==> src/shared/lqa_pkg.sv <==
// package for the link quality threshold access block
// assumes a 16-bit register port with one-cycle read latency
package lqa_pkg;

  // ==========================================================
  // register map
  localparam logic [4:0] LQA_ADDR_DATA     = 5'h1e;
  localparam logic [4:0] LQA_ADDR_VARIANCE = 5'h1f;
  localparam logic [4:0] LQA_ADDR_MAIN     = 5'h1d;

  // ==========================================================
  // data access register fields
  localparam int LQA_SAMPLE_BIT = 13;
  localparam int LQA_COMMIT_BIT = 12;
  localparam int LQA_PSEL_HI    = 11;
  localparam int LQA_PSEL_LO    = 9;
  localparam int LQA_TSEL_BIT   = 8;
  localparam int LQA_BYTE_HI    = 7;
  localparam int LQA_BYTE_LO    = 0;
  localparam logic [7:0] LQA_BYTE_RESET = 8'h80;

  // ==========================================================
  // variance register fields
  localparam int LQA_RESTART_VAR_BIT = 10;
  localparam int LQA_VAR_FLAG_BIT    = 1;

  // ==========================================================
  // threshold reset values: extremes disable the check
  localparam logic [7:0] LQA_LOW_RESET  = 8'h80;
  localparam logic [7:0] LQA_HIGH_RESET = 8'h7f;
  localparam logic [7:0] LQA_VAR_RESET  = 8'hff;

  localparam int LQA_NUM_PARAMS = 6;

  typedef enum logic [2:0] {
    LQA_P_EQUALIZER = 3'h0,
    LQA_P_GAIN      = 3'h1,
    LQA_P_BASELINE  = 3'h2,
    LQA_P_FREQ_OFS  = 3'h3,
    LQA_P_FREQ_CTL  = 3'h4,
    LQA_P_VARIANCE  = 3'h5
  } lqa_param_t;

  // live parameter values from the signal processor
  typedef struct packed {
    logic [7:0]  equalizer;
    logic [7:0]  gain;
    logic [7:0]  baseline;
    logic [7:0]  freq_ofs;
    logic [7:0]  freq_ctl;
    logic [31:0] variance;
  } lqa_params_t;

  typedef struct packed {
    logic [4:0]  addr;
    logic [15:0] wdata;
    logic        wr;
    logic        rd;
  } lqa_bus_req_t;

endpackage : lqa_pkg

==> src/hdl/lqa_thr_store.sv <==
// threshold storage: low/high byte per parameter, variance as two bytes
// assumes write requests come one cycle wide from the register logic
module lqa_thr_store
  import lqa_pkg::*;
(
  input  wire logic       core_clk_i,   // device clock
  input  wire logic       rstn_i,       // async reset, active low
  input  wire logic       wr_i,         // store request
  input  wire logic [2:0] psel_i,       // parameter choice
  input  wire logic       tsel_i,       // low/high choice
  input  wire logic [7:0] byte_i,       // byte to store
  output logic [7:0]      rd_byte_o,    // selected threshold
  output logic [95:0]     flat_o        // all thresholds, {hi,lo} per parameter
);

  typedef struct packed {
    logic [LQA_NUM_PARAMS-1:0][1:0][7:0] thr;
  } lqa_store_t;

  lqa_store_t st, next_st;

  function automatic logic [7:0] lqa_reset_byte(input int p, input int t);
    if (p == int'(LQA_P_VARIANCE)) return LQA_VAR_RESET;
    return (t == 0) ? LQA_LOW_RESET : LQA_HIGH_RESET;
  endfunction : lqa_reset_byte

  always_comb begin
    next_st = st;
    if (wr_i && (int'(psel_i) < LQA_NUM_PARAMS)) begin
      next_st.thr[psel_i][tsel_i] = byte_i;
    end
  end

  always_ff @(posedge core_clk_i or negedge rstn_i) begin
    if (!rstn_i) begin
      for (int p = 0; p < LQA_NUM_PARAMS; p++) begin
        for (int t = 0; t < 2; t++) begin
          st.thr[p][t] <= lqa_reset_byte(p, t);
        end
      end
    end else begin
      st <= next_st;
    end
  end

  assign rd_byte_o = (int'(psel_i) < LQA_NUM_PARAMS) ? st.thr[psel_i][tsel_i] : 8'h00;
  assign flat_o    = st.thr;

endmodule : lqa_thr_store

==> src/hdl/lqa_compare.sv <==
// threshold comparator: flags low and high crossings for five parameters, only the high crossing for variance
// assumes signed 8-bit parameters and an unsigned 16-bit variance high word
module lqa_compare
  import lqa_pkg::*;
(
  input  wire logic        core_clk_i,  // device clock
  input  wire logic        rstn_i,      // async reset, active low
  input  wire logic        active_i,    // monitor running
  input  lqa_params_t      params_i,    // live values
  input  wire logic [95:0] thr_i,       // thresholds
  output logic [9:0]       warn_o,      // {hi,lo} crossings, five parameters
  output logic             var_over_o   // variance above its high threshold
);

  typedef struct packed {
    logic [9:0] warn;
    logic       var_over;
  } lqa_cmp_t;

  lqa_cmp_t st, next_st;
  logic [4:0][7:0] vals;

  assign vals = {params_i.freq_ctl, params_i.freq_ofs, params_i.baseline,
                 params_i.gain, params_i.equalizer};

  always_comb begin
    next_st = '0;
    if (active_i) begin
      for (int p = 0; p < 5; p++) begin
        next_st.warn[2*p]   = $signed(vals[p]) < $signed(thr_i[16*p +: 8]);
        next_st.warn[2*p+1] = $signed(vals[p]) > $signed(thr_i[16*p+8 +: 8]);
      end
      next_st.var_over = params_i.variance[31:16] > thr_i[80 +: 16];
    end
  end

  always_ff @(posedge core_clk_i or negedge rstn_i) begin
    if (!rstn_i) begin
      st <= '0;
    end else begin
      st <= next_st;
    end
  end

  assign warn_o     = st.warn;
  assign var_over_o = st.var_over;

endmodule : lqa_compare

==> src/hdl/lqa_access.sv <==
// link quality threshold access: data access and variance registers
// assumes the main monitor register, mask and config live elsewhere and
// arrive here as plain inputs; registers are reached over a strobe port
//
// Summary of operation
// - powered down blocks threshold writes
// - sample bit starts live value sampling
// - commit bit stores byte; reads zero
// - parameter choice selects one of six
// - same choice for sampling and thresholds
// - low/high choice picks low or high
// - variance uses bytes 23:16 and 31:24
// - data byte resets to 0x80
// - sample off reads selected threshold
// - sample on reads held sampled value
// - reserved bits read zero, ignore writes
// - violation raises interrupt when mask allows
// - variance read clears, does not re-arm
// - variance flag sets on high crossing
// - restart option resets processor on a new variance violation
// - signal detect option 0 drops link
// - monitor runs only enabled with link
// - main register read clears and re-arms
//
// The plain strobed port was left to the implementer.
module lqa_access
  import lqa_pkg::*;
(
  input  wire logic        core_clk_i,       // device clock, 100 MHz
  input  wire logic        rstn_i,           // async reset, active low
  input  wire logic [4:0]  addr_i,           // register address
  input  wire logic [15:0] wdata_i,          // write data
  input  wire logic        wr_i,             // write strobe
  input  wire logic        rd_i,             // read strobe
  output logic [15:0]      rdata_o,          // read data, cycle after rd_i
  input  wire logic        power_down_i,     // device powered down
  input  wire logic        monitor_enable_i, // main monitor enable
  input  wire logic        link_100_ok_i,    // valid 100 Mb link
  input  wire logic        signal_detect_option_i, // config option bit
  input  wire logic        irq_enable_i,     // mask enable for quality events
  input  lqa_params_t      params_i,         // live adapted parameters
  output logic [9:0]       main_warn_o,      // sticky warnings for main register
  output logic             irq_o,            // quality interrupt request
  output logic             dsp_restart_o,    // restart pulse to signal processor
  output logic             link_drop_o       // link status drop pulse
);

  // ==========================================================
  // state
  typedef struct packed {
    logic        sample_on;
    logic [2:0]  psel;
    logic        tsel;
    logic [7:0]  data_byte;
    logic [7:0]  sampled;
    logic        restart_var;
    logic        var_flag;
    logic [9:0]  main_warn;
    logic        armed;
    logic        irq;
    logic        restart;
    logic        drop;
    logic [15:0] rdata;
    logic        var_prev;
  } lqa_state_t;

  lqa_state_t st, next_st;

  logic        commit;
  logic [7:0]  thr_byte;
  logic [95:0] thr_flat;
  logic [9:0]  warn;
  logic        var_over;
  logic        active;
  logic        wr_data, wr_var, rd_data, rd_var, rd_main;

  function automatic logic [7:0] lqa_live_byte(input logic [2:0] sel, input lqa_params_t p,
                                               input logic hi);
    case (sel)
      LQA_P_EQUALIZER: return p.equalizer;
      LQA_P_GAIN:      return p.gain;
      LQA_P_BASELINE:  return p.baseline;
      LQA_P_FREQ_OFS:  return p.freq_ofs;
      LQA_P_FREQ_CTL:  return p.freq_ctl;
      LQA_P_VARIANCE:  return hi ? p.variance[31:24] : p.variance[23:16];
      default:         return 8'h00;
    endcase
  endfunction : lqa_live_byte

  // ==========================================================
  // decode
  assign wr_data = wr_i && (addr_i == LQA_ADDR_DATA);
  assign wr_var  = wr_i && (addr_i == LQA_ADDR_VARIANCE);
  assign rd_data = rd_i && (addr_i == LQA_ADDR_DATA);
  assign rd_var  = rd_i && (addr_i == LQA_ADDR_VARIANCE);
  assign rd_main = rd_i && (addr_i == LQA_ADDR_MAIN);
  assign active  = monitor_enable_i && link_100_ok_i;

  // the store sees the selects of this very write, so one write may set and commit
  assign commit = wr_data && wdata_i[LQA_COMMIT_BIT] && !power_down_i;

  lqa_thr_store u_store (
    .core_clk_i (core_clk_i),
    .rstn_i     (rstn_i),
    .wr_i       (commit),
    .psel_i     (wr_data ? wdata_i[LQA_PSEL_HI:LQA_PSEL_LO] : st.psel),
    .tsel_i     (wr_data ? wdata_i[LQA_TSEL_BIT] : st.tsel),
    .byte_i     (wdata_i[LQA_BYTE_HI:LQA_BYTE_LO]),
    .rd_byte_o  (thr_byte),
    .flat_o     (thr_flat)
  );

  lqa_compare u_cmp (
    .core_clk_i (core_clk_i),
    .rstn_i     (rstn_i),
    .active_i   (active),
    .params_i   (params_i),
    .thr_i      (thr_flat),
    .warn_o     (warn),
    .var_over_o (var_over)
  );

  // ==========================================================
  // next state
  always_comb begin
    logic var_event;
    logic any_event;
    var_event = var_over && !st.var_prev;
    any_event = (|warn) || var_over;
    next_st = st;
    next_st.restart  = 1'b0;
    next_st.drop     = 1'b0;
    next_st.rdata    = 16'h0000;
    next_st.var_prev = var_over;

    if (wr_data) begin
      next_st.psel      = wdata_i[LQA_PSEL_HI:LQA_PSEL_LO];
      next_st.tsel      = wdata_i[LQA_TSEL_BIT];
      next_st.sample_on = wdata_i[LQA_SAMPLE_BIT];
      next_st.data_byte = wdata_i[LQA_BYTE_HI:LQA_BYTE_LO];
      // a write with sampling on starts a new read sequence: capture once
      if (wdata_i[LQA_SAMPLE_BIT]) begin
        next_st.sampled = lqa_live_byte(wdata_i[LQA_PSEL_HI:LQA_PSEL_LO], params_i,
                                        wdata_i[LQA_TSEL_BIT]);
      end
    end
    if (wr_var) begin
      next_st.restart_var = wdata_i[LQA_RESTART_VAR_BIT];
    end

    // ---- read data, one cycle later
    if (rd_data) begin
      next_st.rdata[LQA_SAMPLE_BIT]              = st.sample_on;
      next_st.rdata[LQA_PSEL_HI:LQA_PSEL_LO]     = st.psel;
      next_st.rdata[LQA_TSEL_BIT]                = st.tsel;
      next_st.rdata[LQA_BYTE_HI:LQA_BYTE_LO]     = st.sample_on ? st.sampled
                                                                : thr_byte;
    end else if (rd_var) begin
      next_st.rdata[LQA_RESTART_VAR_BIT] = st.restart_var;
      next_st.rdata[LQA_VAR_FLAG_BIT]    = st.var_flag;
    end

    // ---- sticky warnings; a set in the clearing cycle survives
    if (rd_var) begin
      next_st.var_flag = 1'b0;
    end
    if (rd_main) begin
      next_st.main_warn = '0;
      next_st.armed     = 1'b1;
      next_st.irq       = 1'b0;
    end
    if (var_over) begin
      next_st.var_flag = 1'b1;
    end
    next_st.main_warn = next_st.main_warn | warn;

    // ---- interrupt fires once per arming
    if (any_event && st.armed && irq_enable_i) begin
      next_st.irq   = 1'b1;
      next_st.armed = 1'b0;
    end

    // ---- automatic restart on a new variance violation
    if (var_event && st.restart_var) begin
      next_st.restart = 1'b1;
      next_st.drop    = !signal_detect_option_i;
    end
  end

  // ==========================================================
  // registers
  always_ff @(posedge core_clk_i or negedge rstn_i) begin
    if (!rstn_i) begin
      st           <= '0;
      st.data_byte <= LQA_BYTE_RESET;
      st.armed     <= 1'b1;
    end else begin
      st <= next_st;
    end
  end

  assign rdata_o       = st.rdata;
  assign main_warn_o   = st.main_warn;
  assign irq_o         = st.irq;
  assign dsp_restart_o = st.restart;
  assign link_drop_o   = st.drop;

endmodule : lqa_access

==> config.mk <==
export PLATFORM = sky130hd
export DESIGN_NAME = lqa_access
export DESIGN_NICKNAME = d
export VERILOG_FILES = /design/src/shared/lqa_pkg.sv /design/src/hdl/lqa_thr_store.sv /design/src/hdl/lqa_compare.sv /design/src/hdl/lqa_access.sv
export SDC_FILE = /design/constraint.sdc
export NUM_CORES = 1
export LEC_CHECK = 0
export ABC_AREA = 1
export BUFFER_PORTS_ARGS = -buffer_cell sky130_fd_sc_hd__buf_2
export CORE_AREA = 2 2 131 133
export CTS_BUF_LIST = sky130_fd_sc_hd__clkbuf_4
export CTS_CLUSTER_DIAMETER = 50
export DETAILED_ROUTE_END_ITERATION = 12
export DIE_AREA = 0 0 133 135
export PLACE_DENSITY = 0.82
export SETUP_SLACK_MARGIN = 0.1
export SLEW_MARGIN = 20
export SYNTH_ARGS = -nofsm -noshare
export SYNTH_HDL_FRONTEND = slang
export SYNTH_SLANG_ARGS = --single-unit
==> constraint.sdc <==
create_clock -name core_clk_i -period 2.2 [get_ports core_clk_i]
set_clock_uncertainty 0.05 [all_clocks]
set_input_delay 0 -clock core_clk_i [delete_from_list [all_inputs] [get_ports core_clk_i]]
set_output_delay 0 -clock core_clk_i [all_outputs]
set_load 0.1 [all_outputs]
==> results.ini <==
[cts]
cts_root_buf = clkbuf_4
clock_latency_ns = 0.61
cts_tree = built
h-tree-depth = 4
cts_buffers = 17
clk_pin_slew_ns = 0.16
cts.sinks = 150
cts_max_path_buffers = 2

[drt]
via_per_inst = 5.656
wl_per_cell_um = 18.84
vias = 9531
drc_errors = 0
wl_um = 31750
drt_first_pass_iters = 6
drtIter0Drc = 1223
drtAntennaViolNets = 0

[grt]
grt_use_total = 0.3607
antenna_found_initial = 2
grt_pass1_vias = 8979
grt_overflow = 0
grt_pass1_wl_um = 48760
grt_max_degree = 45

[sta]
post-route-period-util = 1.054
tightest_slew_ns = 0.8818
setup_slack_ns = -0.1186
report.final.hold_viol_count = 0
setup_viol = 1
relSlewSlack = 0.4115
max_freq_mhz = 431.3
rsz0062_at_grt = yes
slew_viol_final = 0
whs_ns = 0.01228
period_needed_ns = 2.319

[die]
die_area_um2 = 17960
start_util = 0.5954
ios = 131
core_um2 = 16410
fp.dieH_um = 135
fp.dieW_um = 133
fp-row-count = 47

[power]
netSwitchingFraction = 0.3952
cellInternalPower_mw = 4.088
p_seq_frac = 0.440
power.density_nw_per_um2 = 588.1
power_frac_comb = 0.300
switchingPower_mw = 2.672
peakVddDrop_uv = 517.2
power.share.clock = 0.260
p_leak_nw = 5.618

[setup_path]
reg2reg_to = irq_o
end_kind = flip-flop
crit_type = flip-flop to flip-flop
required_ns = 2.65
critPathArrivalTime_ns = 2.77
rr_worst_depth = 7
worstPathMaxFanout = 2
rrSetupSlack_ns = -0.12
critPathLaunchType = flip-flop
rr_startpoint = u_cmp.warn_o[6]

[placement]
port_buffers = 109
place_ws_ns = 0.1598
detailed_place_hpwl_um = 22510
globalplace.congestion = 1.009

[layout]
fillers = 1332
drive_above_1_share = 0.1777
area_delta_synth_final_pct = 17.65
final_nets = 1643

[hold_path]
min_path_cells = 6
hp-class = input port to flip-flop
min_from = params_i[35]
min_to = st[36]

[status]
status = finished with violations
violations = setup timing

[logic_synthesis]
syn-instance-count = 1290
synth-seq-area-share = 0.3916
yosys_warnings = 0
synth_ff_type = dfrtp_1
ys_ff_latch = 150
synth_cell_types = 39
synthArstFlopShare = 1.000
syn_area_per_cell_um2 = 7.572
syn_area_um2 = 9768
synth-edff-count = 0

[run]
drv_cap = 0

[logic make-up (layout without fill, tap and decap cells)]
logic type,after synthesis,after routing,share of synthesized area
AOI/OAI and AO/OA,239,239,0.1355
adders and majority gates,91,91,0.1166
buffers and inverters,263,434,0.1177
DFF,150,150,0.3916
other,1,5,0.0003839
and+or+nand+nor,546,546,0.2382
[area by class of cell]
class                           count  area (µm²)  share of cell area
Sequential cell                   150        3825              0.3328
Multi-Input combinational cell    879        4820              0.4194
Clock buffer                       17       127.6             0.01111
Timing Repair Buffer              209        1555              0.1353
Tap cell                          220       275.3             0.02395
Inverter                          193       728.2             0.06336
Clock inverter                     15       156.4             0.01361
Antenna cell                        2       5.005           0.0004355
[synthesized netlist by cell type, types with 2 or more instances]
cell / number / share of area
nor2_8: 2 / 0.0041
a22o_1: 3 / 0.0027
nor4_1: 6 / 0.0038
buf_4: 26 / 0.020
a2111oi_0: 5 / 0.0045
nand2_1: 387 / 0.15
inv_1: 190 / 0.073
nor3_1: 3 / 0.0015
nor2_4: 2 / 0.0023
nand2_4: 2 / 0.0023
o211ai_1: 12 / 0.0092
nand2_2: 16 / 0.010
ha_1: 91 / 0.12
a21oi_1: 54 / 0.028
a21o_1: 8 / 0.0061
a31oi_1: 8 / 0.0051
dfrtp_1: 93 / 0.24
o21ai_2: 2 / 0.0018
nand3_1: 64 / 0.033
nor2_1: 45 / 0.017
nand4_1: 12 / 0.0077
o21a_1: 2 / 0.0015
o22ai_1: 3 / 0.0019
buf_2: 22 / 0.011
o21ai_1: 89 / 0.046
buf_1: 2 / 0.00077
buf_6: 5 / 0.0058
nor2_2: 3 / 0.0019
clkbuf_1: 15 / 0.0058
dfstp_2: 57 / 0.15
a2bb2oi_1: 5 / 0.0045
o21ai_0: 47 / 0.024
inv_2: 3 / 0.0012
[how the worst max path moves through the flow]
stage                            start  slack, ns                 end  cells after the start
detailed placement           addr_i[3]       0.16  u_store.flat_o[63]                     11
CTS                 u_store.flat_o[83]       0.14    u_cmp.var_over_o                      8
floorplan           u_store.flat_o[27]       0.63     u_cmp.warn_o[3]                     12
global placement             addr_i[3]       0.26  u_store.flat_o[47]                     11
global route           u_cmp.warn_o[6]      -0.12               irq_o                      7
finish                 u_cmp.warn_o[6]      -0.12               irq_o                      7
[power groups by stage]
stage / clock network [mW] / registers [mW] / logic, mW
floorplan: 0 / 3.07 / 1.18
global placement: 0 / 3.01 / 1.80
detailed placement: 0 / 3.01 / 1.83
CTS: 1.76 / 2.96 / 1.96
global route: 1.89 / 2.98 / 2.20
finish: 1.76 / 2.97 / 2.03
[sequential cells by signal (all words and copies together), names as in the netlist]
name and flops:
dsp_restart_o 1, main_warn_o 10, u_store.flat_o 96, link_drop_o 1
u_cmp.var_over_o 1, st 17, rdata_o 13, u_cmp.warn_o 10
irq_o 1
[cells in the final DEF (no fill, tap or decap), drive strengths merged]
| cell | n |
|---|---|
| conb | 3 |
| diode | 2 |
| o22ai | 3 |
| nor3 | 5 |
| o211ai | 12 |
| inv | 203 |
| a31oi | 8 |
| dfstp | 57 |
| buf | 133 |
| clkinv | 2 |
| a21o | 8 |
| a21oi | 54 |
| dfrtp | 93 |
| clkbuf | 17 |
| nor2 | 52 |
| a2bb2oi | 5 |
| nand2 | 405 |
| nand3 | 66 |
| a2111oi | 5 |
| clkinvlp | 3 |
| ha | 91 |
| a22o | 3 |
| dlygate4sd3 | 76 |
| o21ai | 138 |
| o21a | 2 |
| nor4 | 6 |
| a22oi | 1 |
| nand4 | 12 |
[worst max-delay path, cell delays in order (launching register included)]
cell           delay, ns
dfrtp_1             0.40
inv_1               0.07
nand4_1             0.12
nor4_1              0.53
nand4_1             0.24
nand3_1             0.17
nand2_1             0.07
dlygate4sd3_1       0.57
[metal layers]
layer  part of all wire  track usage  routed length (µm)
met1               0.41       0.4984               12990
met2               0.44       0.5498               14050
met3               0.10      0.06269                3204
met4              0.048       0.1822                1515
met5                  0            0                   0
[through the flow]
step	power (mW)	utilization	std cells	cell area (µm²)	setup TNS, ns
after detailed placement	4.846	0.6325	1571	10380	0
after floorplan	4.251	-	1292	9776	0
final	6.759	0.7005	1685	11490	-0.1186
after global placement	4.808	0.6325	1571	10380	0
after CTS	6.686	0.6962	1678	11420	0
after global routing	7.078	0.7003	1684	11490	-0.1156
[timing repair]
item / 4_1_cts / 5_1_grt
buffers inserted: 0 / 3
endpoints found under the setup margin: 0 / 13
endpoints found under the hold margin: 252 / 4
hold buffers: 75 / 4
gates resized for setup: 0 / 5
Note: power is estimated with default switching activity, not from simulation.
